### src/sosc_pkg.sv
// Package: register map, field layout and timing constants for standby control
package sosc_pkg;
    localparam int ADDR_W = 8;
    localparam int DATA_W = 32;
    localparam logic [7:0] OFS_POWER_STATE = 8'h00;
    localparam logic [7:0] OFS_OUT_ENABLE = 8'h11;
    localparam logic [7:0] OFS_CORE_RESTART = 8'h14;
    localparam logic [7:0] OFS_LIGHT_VPOL = 8'h25;
    localparam logic [7:0] OFS_DEEP_VPOL = 8'h26;
    localparam logic [7:0] OFS_GPO_SPOL = 8'h27;
    localparam logic [7:0] OFS_GPO_EN = 8'h7A;
    localparam logic [7:0] OFS_MODE_CFG = 8'h80;
    localparam logic [7:0] OFS_STATUS = 8'h81;
    localparam int VPOL_W = 25;
    localparam int GPO_W = 24;
    localparam int HCLK_N = 8;
    localparam int VOUT_N = 24;
    localparam logic [1:0] PS_RESET = 2'h3;
    localparam logic [VPOL_W-1:0] VPOL_RESET = 25'h0000000;
    localparam logic [GPO_W-1:0] GPO_RESET = 24'h000000;
    localparam logic [3:0] HMODE_RESET = 4'h1;
    localparam int INHIBIT_PIX = 36;
    localparam int SLAVE_RST_DELAY = 2;
    localparam int SETTLE_US = 500;
    localparam int CLK_MHZ = 20;
    localparam int SETTLE_CYC = SETTLE_US * CLK_MHZ;
    // Mode config bits
    localparam int CFG_SLAVE = 0;
    localparam int CFG_SYNC_POL = 1;
    localparam int CFG_HMODE_LSB = 4;
    typedef enum logic [4:0] {
        SOSC_RUN = 5'b00001,
        SOSC_LIGHT = 5'b00010,
        SOSC_MEDIUM = 5'b00100,
        SOSC_DEEP = 5'b01000,
        SOSC_OUTOFF = 5'b10000
    } sosc_ostate_e;
endpackage

### src/sosc_standby_ctrl.sv
// Standby and output-state controller for the sensor timing generator
`timescale 1ns/100ps
module sosc_standby_ctrl
    import sosc_pkg::*;
#(
    parameter int SETTLE_CYCLES = SETTLE_CYC
) (
    input wire logic sys_clk_i,
    input wire logic rst_b_i,
    input wire logic [ADDR_W-1:0] reg_addr_i,
    input wire logic [DATA_W-1:0] reg_wdata_i,
    input wire logic reg_wr_i,
    input wire logic reg_rd_i,
    output logic [DATA_W-1:0] reg_rdata_o,
    input wire logic vertical_sync_i,
    input wire logic horizontal_sync_i,
    input wire logic [HCLK_N-1:0] core_horizontal_clocks_i,
    input wire logic core_last_horizontal_i,
    input wire logic core_reset_gate_i,
    input wire logic core_vertical_sync_i,
    input wire logic core_horizontal_sync_i,
    input wire logic core_data_clock_i,
    input wire logic [VOUT_N-1:0] core_vertical_i,
    input wire logic core_substrate_i,
    input wire logic [GPO_W-1:0] core_general_i,
    output logic front_end_on_o,
    output logic references_on_o,
    output logic timing_core_on_o,
    output logic oscillator_on_o,
    output logic oscillator_out_gate_o,
    output logic timing_core_restart_o,
    output logic counter_reset_o,
    output logic [HCLK_N-1:0] horizontal_clocks_o,
    output logic [HCLK_N-1:0] horizontal_clocks_oe_b_o,
    output logic last_horizontal_clock_o,
    output logic reset_gate_clock_o,
    output logic hl_rg_oe_b_o,
    output logic weak_drive_o,
    output logic vertical_sync_o,
    output logic horizontal_sync_o,
    output logic data_output_clock_o,
    output logic data_outputs_zero_o,
    output logic [VOUT_N-1:0] vertical_clock_outs_o,
    output logic substrate_pulse_out_o,
    output logic [GPO_W-1:0] general_output_o,
    output logic [GPO_W-1:0] general_output_oe_b_o
);
    // Settle counter is 14 bits wide
    if (SETTLE_CYCLES < 1 || SETTLE_CYCLES > 16383) begin : g_bad_settle
        $error("SETTLE_CYCLES out of range");
    end

    // Write strobe decode for one register offset
    function automatic logic wr_hit(input logic wr, input logic [7:0] addr,
                                    input logic [7:0] ofs);
        return wr && addr == ofs;
    endfunction

    logic [1:0] power_state_select_reg;
    logic out_enable_wr_reg;
    logic out_enable_reg;
    logic timing_core_restart_reg;
    logic [VPOL_W-1:0] light_vpol_reg;
    logic [VPOL_W-1:0] deep_vpol_reg;
    logic [GPO_W-1:0] gpo_spol_reg;
    logic [GPO_W-1:0] gpo_en_reg;
    logic [7:0] mode_cfg_reg;
    logic [DATA_W-1:0] rdata_reg;
    logic [2:0] vs_sync_reg;
    logic [2:0] hs_sync_reg;
    logic vs_level_reg;
    logic hs_level_reg;
    logic [1:0] slave_dly_reg;
    logic counter_reset_reg;
    logic [13:0] settle_cnt_reg;
    logic settle_pend_reg;
    sosc_ostate_e ostate;

    wire wr_ps = wr_hit(reg_wr_i, reg_addr_i, OFS_POWER_STATE);
    wire wr_oe = wr_hit(reg_wr_i, reg_addr_i, OFS_OUT_ENABLE);
    wire wr_rst = wr_hit(reg_wr_i, reg_addr_i, OFS_CORE_RESTART);
    wire wr_lvp = wr_hit(reg_wr_i, reg_addr_i, OFS_LIGHT_VPOL);
    wire wr_dvp = wr_hit(reg_wr_i, reg_addr_i, OFS_DEEP_VPOL);
    wire wr_gsp = wr_hit(reg_wr_i, reg_addr_i, OFS_GPO_SPOL);
    wire wr_gen = wr_hit(reg_wr_i, reg_addr_i, OFS_GPO_EN);
    wire wr_cfg = wr_hit(reg_wr_i, reg_addr_i, OFS_MODE_CFG);
    wire slave_mode = mode_cfg_reg[CFG_SLAVE];
    wire sync_pol = mode_cfg_reg[CFG_SYNC_POL];
    wire vs_agree = vs_sync_reg[2] == vs_sync_reg[1];
    wire hs_agree = hs_sync_reg[2] == hs_sync_reg[1];
    wire vs_fall = vs_agree && vs_level_reg && !vs_sync_reg[2];
    wire hs_fall = hs_agree && hs_level_reg && !hs_sync_reg[2];
    wire settle_block = settle_pend_reg && settle_cnt_reg != 14'h0000;

    // Output state, evaluated in priority order
    assign ostate = power_state_select_reg == 2'h3 ? SOSC_DEEP :
                    !out_enable_reg ? SOSC_OUTOFF :
                    power_state_select_reg == 2'h2 ? SOSC_MEDIUM :
                    power_state_select_reg == 2'h1 ? SOSC_LIGHT :
                    SOSC_RUN;

    // Power field, deep standby after reset
    always_ff @(posedge sys_clk_i or negedge rst_b_i) begin
        if (!rst_b_i) begin
            power_state_select_reg <= PS_RESET;
        end else if (wr_ps) begin
            power_state_select_reg <= reg_wdata_i[1:0];
        end
    end

    // Output enable as written, applied later at vertical sync
    always_ff @(posedge sys_clk_i or negedge rst_b_i) begin
        if (!rst_b_i) begin
            out_enable_wr_reg <= 1'b0;
        end else if (wr_oe) begin
            out_enable_wr_reg <= reg_wdata_i[0];
        end
    end

    // Timing core restart bit
    always_ff @(posedge sys_clk_i or negedge rst_b_i) begin
        if (!rst_b_i) begin
            timing_core_restart_reg <= 1'b0;
        end else if (wr_rst) begin
            timing_core_restart_reg <= reg_wdata_i[0];
        end
    end

    // Light and medium vertical polarities
    always_ff @(posedge sys_clk_i or negedge rst_b_i) begin
        if (!rst_b_i) begin
            light_vpol_reg <= VPOL_RESET;
        end else if (wr_lvp) begin
            light_vpol_reg <= reg_wdata_i[VPOL_W-1:0];
        end
    end

    // Deep standby vertical polarities
    always_ff @(posedge sys_clk_i or negedge rst_b_i) begin
        if (!rst_b_i) begin
            deep_vpol_reg <= VPOL_RESET;
        end else if (wr_dvp) begin
            deep_vpol_reg <= reg_wdata_i[VPOL_W-1:0];
        end
    end

    // General output standby polarities
    always_ff @(posedge sys_clk_i or negedge rst_b_i) begin
        if (!rst_b_i) begin
            gpo_spol_reg <= GPO_RESET;
        end else if (wr_gsp) begin
            gpo_spol_reg <= reg_wdata_i[GPO_W-1:0];
        end
    end

    // General output enables
    always_ff @(posedge sys_clk_i or negedge rst_b_i) begin
        if (!rst_b_i) begin
            gpo_en_reg <= GPO_RESET;
        end else if (wr_gen) begin
            gpo_en_reg <= reg_wdata_i[GPO_W-1:0];
        end
    end

    // Mode configuration
    always_ff @(posedge sys_clk_i or negedge rst_b_i) begin
        if (!rst_b_i) begin
            mode_cfg_reg <= {HMODE_RESET, 4'h0};
        end else if (wr_cfg) begin
            mode_cfg_reg <= reg_wdata_i[7:0];
        end
    end

    // Sync pin filters and vertical-sync-updated output enable
    always_ff @(posedge sys_clk_i or negedge rst_b_i) begin
        if (!rst_b_i) begin
            vs_sync_reg <= 3'h0;
            hs_sync_reg <= 3'h0;
            vs_level_reg <= 1'b0;
            hs_level_reg <= 1'b0;
            out_enable_reg <= 1'b0;
        end else begin
            vs_sync_reg <= {vs_sync_reg[1:0], vertical_sync_i};
            hs_sync_reg <= {hs_sync_reg[1:0], horizontal_sync_i};
            if (vs_agree) vs_level_reg <= vs_sync_reg[2];
            if (hs_agree) hs_level_reg <= hs_sync_reg[2];
            if (vs_fall) out_enable_reg <= out_enable_wr_reg;
        end
    end

    // Counter reset, slave mode only, delayed past the horizontal sync falling edge
    always_ff @(posedge sys_clk_i or negedge rst_b_i) begin
        if (!rst_b_i) begin
            slave_dly_reg <= 2'h0;
            counter_reset_reg <= 1'b0;
        end else begin
            slave_dly_reg <= {slave_dly_reg[0], slave_mode && hs_fall};
            counter_reset_reg <= slave_mode ? slave_dly_reg[1] : 1'b0;
        end
    end

    // Oscillator settle timer after a write of run from medium or deep standby
    always_ff @(posedge sys_clk_i or negedge rst_b_i) begin
        if (!rst_b_i) begin
            settle_cnt_reg <= 14'h0000;
            settle_pend_reg <= 1'b0;
        end else if (wr_ps && reg_wdata_i[1:0] == 2'h0 &&
                     power_state_select_reg[1]) begin
            settle_cnt_reg <= 14'(SETTLE_CYCLES);
            settle_pend_reg <= 1'b1;
        end else if (settle_cnt_reg != 14'h0000) begin
            settle_cnt_reg <= settle_cnt_reg - 14'h0001;
        end else begin
            settle_pend_reg <= 1'b0;
        end
    end

    // Read port
    wire [DATA_W-1:0] status_word = {19'h0, settle_block, counter_reset_reg,
                                     out_enable_reg, 5'(ostate), 5'h0};
    always_ff @(posedge sys_clk_i or negedge rst_b_i) begin
        if (!rst_b_i) begin
            rdata_reg <= 32'h00000000;
        end else if (reg_rd_i) begin
            unique case (reg_addr_i)
                OFS_POWER_STATE: rdata_reg <= {30'h0, power_state_select_reg};
                OFS_OUT_ENABLE: rdata_reg <= {31'h0, out_enable_wr_reg};
                OFS_CORE_RESTART: rdata_reg <= {31'h0, timing_core_restart_reg};
                OFS_LIGHT_VPOL: rdata_reg <= {7'h0, light_vpol_reg};
                OFS_DEEP_VPOL: rdata_reg <= {7'h0, deep_vpol_reg};
                OFS_GPO_SPOL: rdata_reg <= {8'h0, gpo_spol_reg};
                OFS_GPO_EN: rdata_reg <= {8'h0, gpo_en_reg};
                OFS_MODE_CFG: rdata_reg <= {24'h0, mode_cfg_reg};
                OFS_STATUS: rdata_reg <= status_word;
                default: rdata_reg <= 32'h00000000;
            endcase
        end
    end
    assign reg_rdata_o = rdata_reg;

    // Power controls
    wire st_run = ostate == SOSC_RUN;
    wire st_light = ostate == SOSC_LIGHT;
    wire st_med = ostate == SOSC_MEDIUM;
    wire st_deep = ostate == SOSC_DEEP;
    wire st_off = ostate == SOSC_OUTOFF;
    wire ps_deep = power_state_select_reg == 2'h3;
    wire ps_med = power_state_select_reg == 2'h2;
    wire ps_light = power_state_select_reg == 2'h1;
    // Output-off leaves the core as the power field sets it
    wire core_off = ps_deep || ps_med;
    assign front_end_on_o = !core_off && !ps_light;
    assign references_on_o = !core_off;
    assign timing_core_on_o = !core_off;
    assign oscillator_on_o = !core_off;
    assign oscillator_out_gate_o = !core_off;
    // Restart held off until the oscillator has settled
    assign timing_core_restart_o = timing_core_restart_reg && !settle_block;
    assign counter_reset_o = counter_reset_reg;

    // Pin state selection
    wire [HCLK_N-1:0] h_idle = {(HCLK_N/2){2'b10}};
    wire h_parked = st_off || st_med || st_light;
    assign horizontal_clocks_o = st_deep ? '0 :
                                 h_parked ? h_idle : core_horizontal_clocks_i;
    assign horizontal_clocks_oe_b_o = {HCLK_N{st_deep}};
    assign last_horizontal_clock_o = st_run && core_last_horizontal_i;
    assign reset_gate_clock_o = st_run && core_reset_gate_i;
    assign hl_rg_oe_b_o = st_deep;
    assign weak_drive_o = st_med || st_light;
    wire sync_run = st_run || st_light;
    assign vertical_sync_o = st_deep ? 1'b0 :
                             sync_run ? core_vertical_sync_i : sync_pol;
    assign horizontal_sync_o = st_deep ? 1'b0 :
                               sync_run ? core_horizontal_sync_i : sync_pol;
    assign data_output_clock_o = (st_run || st_light || st_off) &&
                                 core_data_clock_i;
    assign data_outputs_zero_o = !st_run;
    // Vertical and substrate idle values come from the polarity registers
    wire [VPOL_W-1:0] vidle = st_deep ? deep_vpol_reg : light_vpol_reg;
    assign vertical_clock_outs_o = st_run ? core_vertical_i
                                          : vidle[VOUT_N-1:0];
    assign substrate_pulse_out_o = st_run ? core_substrate_i : vidle[VOUT_N];
    assign general_output_o = st_run ? core_general_i : gpo_spol_reg;
    assign general_output_oe_b_o = ~gpo_en_reg;
endmodule

### config.mk
export PLATFORM = sky130hd
export DESIGN_NAME = sosc_standby_ctrl
export DESIGN_NICKNAME = d
export VERILOG_FILES = /design/src/sosc_pkg.sv /design/src/sosc_standby_ctrl.sv
export SDC_FILE = /design/constraint.sdc
export NUM_CORES = 1
export LEC_CHECK = 0
export BUFFER_PORTS_ARGS = -buffer_cell sky130_fd_sc_hd__buf_2
export CAP_MARGIN = 20
export CORE_MARGIN = 2
export CORE_UTILIZATION = 35
export DETAILED_ROUTE_END_ITERATION = 7
export GPL_ROUTABILITY_DRIVEN = 1
export GPL_TIMING_DRIVEN = 0
export PLACE_DENSITY = 0.57
export REMOVE_ABC_BUFFERS = 1
export SLEW_MARGIN = 5
export SYNTH_ARGS = -nofsm -noshare
export SYNTH_HDL_FRONTEND = slang
export SYNTH_SLANG_ARGS = --single-unit
### constraint.sdc
create_clock -name sys_clk_i -period 8 [get_ports sys_clk_i]
set_input_delay 2 -clock sys_clk_i [delete_from_list [all_inputs] [get_ports sys_clk_i]]
set_output_delay 2 -clock sys_clk_i [all_outputs]
set_load 0.005 [all_outputs]
# ---- Yosys cells after proc, flatten, opt, wreduce, memory -nomap -nowiden
# Index checks and enable logic that the tools add are counted.
dict set report classes {
  n_eq_ne 19
  n_addsub 1
  bitwise_logic 1
  mux 20
  n_reduce_logical 37
}
# operator n
set op_table {}
lappend op_table {{25-bit case mux with 9 select lines} 1}
lappend op_table {{24-bit two-way mux} 2}
lappend op_table {{14-bit two-way mux} 2}
lappend op_table {{25-bit two-way mux} 1}
lappend op_table {{8-bit by 6-bit == test with 1-bit output, second input constant} 3}
lappend op_table {{24-bit NOT} 1}
lappend op_table {{1-bit logical AND} 21}
lappend op_table {{8-bit by 5-bit == test with 1-bit output, second input constant} 2}
lappend op_table {{8-bit == test, second input constant} 2}
lappend op_table {{8-bit two-way mux} 2}
lappend op_table {{14-bit nonzero test} 1}
lappend op_table {{14-bit by 1-bit subtractor with 14-bit output, second input constant} 1}
lappend op_table {{5-bit two-way mux} 2}
lappend op_table {{8-bit by 7-bit == test with 1-bit output, second input constant} 1}
lappend op_table {{8-bit logical NOT} 1}
lappend op_table {{1-bit two-way mux} 8}
lappend op_table {{1-bit logical NOT} 6}
lappend op_table {{1-bit logical OR} 6}
lappend op_table {{5-bit by 1-bit == test with 1-bit output, second input constant} 1}
lappend op_table {{5-bit by 2-bit == test with 1-bit output, second input constant} 1}
lappend op_table {{5-bit by 3-bit == test with 1-bit output, second input constant} 1}
lappend op_table {{5-bit by 4-bit == test with 1-bit output, second input constant} 1}
lappend op_table {{5-bit == test, second input constant} 1}
lappend op_table {{2-bit == test, second input constant} 2}
lappend op_table {{7 further kinds} 8}
dict set report totals {
  register_bits 169
  in_bits 108
  word_cells 96
  out_inout_bits 136
}

# ---- Logic depth before layout (Yosys ltp)
dict set report logic_depth {
  depth_word 10
  mapped_depth 9
  ltp_nobuf 7
}

# ---- Worst setup path before layout
# No wires, ideal clock.
dict set report synth_timing {
  kind {reg2out}
  start {reg power_state_select_reg[0]}
  end {out vertical_clock_outs_o[0]}
  t_required_ns 6.000
  t_arrival_ns 2.378
  stages_incl_launch_ff 10
  n_path_buf 3
  slack_ns 3.622
  cell_sequence {dfstp_2 ha_1 clkbuf_1 nand2b_1 nor2_1 nand2_1 clkbuf_1 clkbuf_1 nor2_1 a21oi_1}
}
dict set report synth_between {
  elab_chain_len 8
  word_cells_on_any_way 11
  classes_between {5 x eq/ne; 6 x mux}
}
# item line
set synth_rtl {}
lappend synth_rtl {{start, declared} sosc_standby_ctrl.sv:59} ;# logic [1:0] power_state_select_reg;
lappend synth_rtl {{start signal, assigned} sosc_standby_ctrl.sv:107} ;# power_state_select_reg <= reg_wdata_i[1:0];
lappend synth_rtl {{2-bit by 1-bit == test with 1-bit output} sosc_standby_ctrl.sv:99} ;# power_state_select_reg == 2'h1 ? SOSC_LIGHT :
lappend synth_rtl {{2-bit two-way mux} sosc_standby_ctrl.sv:99}
lappend synth_rtl {{3-bit two-way mux} sosc_standby_ctrl.sv:98} ;# power_state_select_reg == 2'h2 ? SOSC_MEDIUM :
lappend synth_rtl {{5-bit two-way mux} sosc_standby_ctrl.sv:97} ;# !out_enable_reg ? SOSC_OUTOFF :
lappend synth_rtl {{5-bit two-way mux (*)} sosc_standby_ctrl.sv:96} ;# assign ostate = power_state_select_reg == 2'h3 ? SOSC_DEEP :
lappend synth_rtl {{5-bit by 4-bit == test with 1-bit output (*)} sosc_standby_ctrl.sv:245} ;# wire st_deep = ostate == SOSC_DEEP;
lappend synth_rtl {{via hl_rg_oe_b_o} sosc_standby_ctrl.sv:37} ;# output logic hl_rg_oe_b_o,
lappend synth_rtl {{25-bit two-way mux (*)} sosc_standby_ctrl.sv:280} ;# wire [VPOL_W-1:0] vidle = st_deep ? deep_vpol_reg : light_vpol_reg;
lappend synth_rtl {{24-bit two-way mux (*)} sosc_standby_ctrl.sv:281} ;# assign vertical_clock_outs_o = st_run ? core_vertical_i
lappend synth_rtl {{end, declared} sosc_standby_ctrl.sv:43} ;# output logic [VOUT_N-1:0] vertical_clock_outs_o,
# The timed path passes the listed nets; every way through them passes the cells marked *.

# ---- Worst setup path after layout
dict set report layout_timing {
  start {reg power_state_select_reg[1]}
  end {out general_output_o[22]}
}
dict set report layout_between {
  elab_chain_len 7
  word_cells_on_any_way 9
  classes_between {4 x eq/ne; 5 x mux}
}
# item line
set layout_rtl {}
lappend layout_rtl {{2-bit by 1-bit == test with 1-bit output} sosc_standby_ctrl.sv:99}
lappend layout_rtl {{2-bit two-way mux} sosc_standby_ctrl.sv:99}
lappend layout_rtl {{3-bit two-way mux} sosc_standby_ctrl.sv:98}
lappend layout_rtl {{5-bit two-way mux} sosc_standby_ctrl.sv:97}
lappend layout_rtl {{5-bit two-way mux (*)} sosc_standby_ctrl.sv:96}
lappend layout_rtl {{5-bit by 1-bit == test with 1-bit output (*)} sosc_standby_ctrl.sv:242} ;# wire st_run = ostate == SOSC_RUN;
lappend layout_rtl {{24-bit two-way mux (*)} sosc_standby_ctrl.sv:284} ;# assign general_output_o = st_run ? core_general_i : gpo_spol_reg;
lappend layout_rtl {{end, declared} sosc_standby_ctrl.sv:45} ;# output logic [GPO_W-1:0] general_output_o,
# Mark *: on every way between the ends. The rest lies on a longest branch, timed or not.

==> insert_results.sql <==
INSERT INTO impl_metrics (metric_group, metric, value, unit) VALUES
('floorplanning', 'dieArea', '25300', 'um^2'),
('place', 'post-dp-hpwl', '14.9', 'mm'),
('yosys', 'syn_avg_cell_area', '11.3', 'um^2'),
('global_route', 'global_route.overflow_total', '0', ''),
('clock_tree', 'clk_pin_slew_worst_paths', '60', 'ps'),
('final_layout', 'area_growth_from_synthesis_to_layout', '23.5', '%'),
('clock_tree', 'cts_hold_buffers', '0', ''),
('detailed_routing', 'final_antenna_net_count', '0', ''),
('detailed_routing', 'dr_total_vias', '6338', ''),
('place', 'dp_slack', '2800', 'ps'),
('final_layout', 'drive_gt1_share', '47.9', '%'),
('timing', 'timing.final.max_slew_violations', '0', ''),
('clock_tree', 'numCtsBuffers', '17', ''),
('yosys', 'synth_top_cells_by_area', 'sky130_fd_sc_hd__dfrtp_1 47%, sky130_fd_sc_hd__mux2_2 24%, sky130_fd_sc_hd__mux2i_1 3.2%', ''),
('timing', 'actual_slew_at_the_worst_max_slew_pin', '1130', 'ps'),
('worst_setup_path', 'crit_path_start_kind', 'register', ''),
('detailed_routing', 'dr.first_iter.drc_count', '314', ''),
('yosys', 'synth.cell_area', '8410', 'um^2'),
('global_route', 'grt_antenna_before_repair', '0', ''),
('pwr', 'power.ir.vdd_worst', '0.144', 'mV'),
('yosys', 'postSynth.asyncResetShare', '100', '%'),
('clock_tree', 'cts_max_path_buffers', '2', ''),
('worst_setup_path', 'crit_slowest_cell', 'sky130_fd_sc_hd__nand2_4', ''),
('clock_tree', 'cts-resized-gates', '0', ''),
('worst_setup_path', 'worst_path_largest_cell_delay', '640', 'ps'),
('floorplanning', 'num_ports', '244', ''),
('yosys', 'yosysMostFrequentCell', 'sky130_fd_sc_hd__mux2_2', ''),
('place', 'routabilityCongestion', '0.736', ''),
('yosys', 'synthDominantCellAreaShare', '47.3', '%'),
('worst_setup_path', 'critical_path_arrival', '3450', 'ps'),
('detailed_routing', 'viasPerCell', '5.01', ''),
('yosys', 'ys_types', '49', ''),
('global_route', 'grt_first_pass_wirelength', '35.7', 'mm'),
('clock_tree', 'clk-insertion-delay-late', '420', 'ps'),
('timing', 'slew_headroom', '24.6', '%'),
('global_route', 'grt_use_total', '17.9', '%'),
('global_route', 'first_global_vias', '6270', ''),
('place', 'io_buffers', '229', ''),
('yosys', 'synth_edf_count', '0', ''),
('yosys', 'yosysWarnings', '0', ''),
('timing', 'rsz_0062_raised_after_global_routing', 'false', ''),
('worst_setup_path', 'crit_required', '6000', 'ps'),
('final_layout', 'post-route-util', '44.1', '%'),
('timing', 'fin_worst_skew', '8.45', 'ps'),
('detailed_routing', 'wire_per_inst', '17.9', 'um'),
('pwr', 'power_leakage', '0.00505', 'uW'),
('clock_tree', 'clock_tree.htree_level_count', '4', ''),
('yosys', 'synth_flop_cell', 'sky130_fd_sc_hd__dfrtp_1', ''),
('worst_setup_path', 'worstPathCellList', 'ha_2, buf_12, nand2b_1, nor2_1, nand2_4, mux2_2, buf_2', ''),
('worst_setup_path', 'critical_path.n_buffers_inverters', '2', ''),
('timing', 'setup_viol', '0', ''),
('timing', 'hold_violations', '0', ''),
('clock_tree', 'cts_num_sinks', '162', ''),
('final_layout', 'nets', '1049', ''),
('floorplanning', 'rows', '56', ''),
('yosys', 'yosysSeqAreaShare', '48.2', '%'),
('clock_tree', 'cts.repair_timing.setup_buffer_count', '0', ''),
('timing', 'max_freq', '183', 'MHz'),
('floorplanning', 'design.core.area', '23500', 'um^2'),
('min_path', 'hold_path.class', 'reg2reg', ''),
('final_layout', 'diodes', '0', ''),
('status', 'status', 'completed', ''),
('timing', 'timing.final.crit_period', '5450', 'ps'),
('worst_setup_path', 'timing.critical_path.max_delay_family', 'simple AND/OR/NAND/NOR gates', ''),
('detailed_routing', 'drtPass1Iterations', '5', ''),
('job', 'cap_viol_max_count', '0', ''),
('worst_setup_path', 'worst_setup_path_end_kind', 'output pin', ''),
('clock_tree', 'cts_tree', 'done', ''),
('timing', 'layout_setup_ws', '2550', 'ps'),
('yosys', 'netlist_top_cells_count', '176 x sky130_fd_sc_hd__mux2_2, 159 x sky130_fd_sc_hd__dfrtp_1, 54 x sky130_fd_sc_hd__nor2_1', ''),
('floorplanning', 'die_w', '159', 'um');
routing by layer:
layer  share of wire, %  track usage [%]
met1                 47             24.0
met2                 47             29.8
met3                4.7             3.10
met4                1.5             5.04
met5                  0                0
placed cells by master, fill, tap and decap left out, drive strengths merged, types with 5 or more instances in the layout:
cell	instances
a21oi	37
and2	7
nand3	6
and3	10
nand2	40
nand4	7
inv	37
nor2b	5
nor2	55
buf	233
a41oi	5
o21ai	18
mux2i	27
mux2	176
dfrtp	159
ha	6
conb	7
clkbuf	20
xor2	11
a22oi	24
final timing paths:
kind | start | depth (start not counted) | end | slack (ps)
setup / recovery | power_state_select_reg[1] | 7 | general_output_o[22] | 2550
hold / removal | hs_sync_reg[0] | 0 | hs_sync_reg[1] | 340
setup reg to reg | settle_cnt_reg[2] | 5 | settle_cnt_reg[5] | 5750
hold reg to reg | hs_sync_reg[0] | 0 | hs_sync_reg[1] | 340
max in group asynchronous | rst_b_i | 2 | deep_vpol_reg[15] | 5620
min in group asynchronous | rst_b_i | 1 | out_enable_reg | 1500
kinds of logic after synthesis:
family,synth area share [%]
xor+xnor,1.46
other cells,0.0446
fa+ha+maj,1.13
simple gates,9.34
compound gates,7.53
flops,48.2
buf+inv,5.49
mux,26.8
cell type report:
| cell class | instances | area (um^2) |
|---|---|---|
| fill | 2313 | 13200 |
| multi-input combinational | 487 | 3940 |
| clock buffer | 20 | 457 |
| clock inverter | 11 | 153 |
| sequential | 162 | 4060 |
| inverter | 34 | 128 |
| tap | 319 | 399 |
| timing repair buffer | 233 | 1260 |
power breakdown:
group / leakage [uW] / internal [uW] / total [uW] / switching, uW
Sequential: 0.00215 / 864 / 898 / 34.5
Combinational: 0.00262 / 110 / 221 / 111
Clock: 0.000290 / 509 / 849 / 340
Total: 0.00505 / 1480 / 1970 / 485
per-stage QoR:
stage | power [uW] | area (um^2) | std cells | hold WS, ps
2_1_floorplan | 1010 | 8100 | 683 | 331
3_3_place_gp | 1130 | 9650 | 1231 | 333
3_5_place_dp | 1140 | 9780 | 1235 | 335
4_1_cts | 1990 | 10400 | 1266 | 345
5_1_grt | 2050 | 10400 | 1266 | 356
6_report | 1970 | 10400 | 1266 | 343
(Power assumes the default switching activity.)
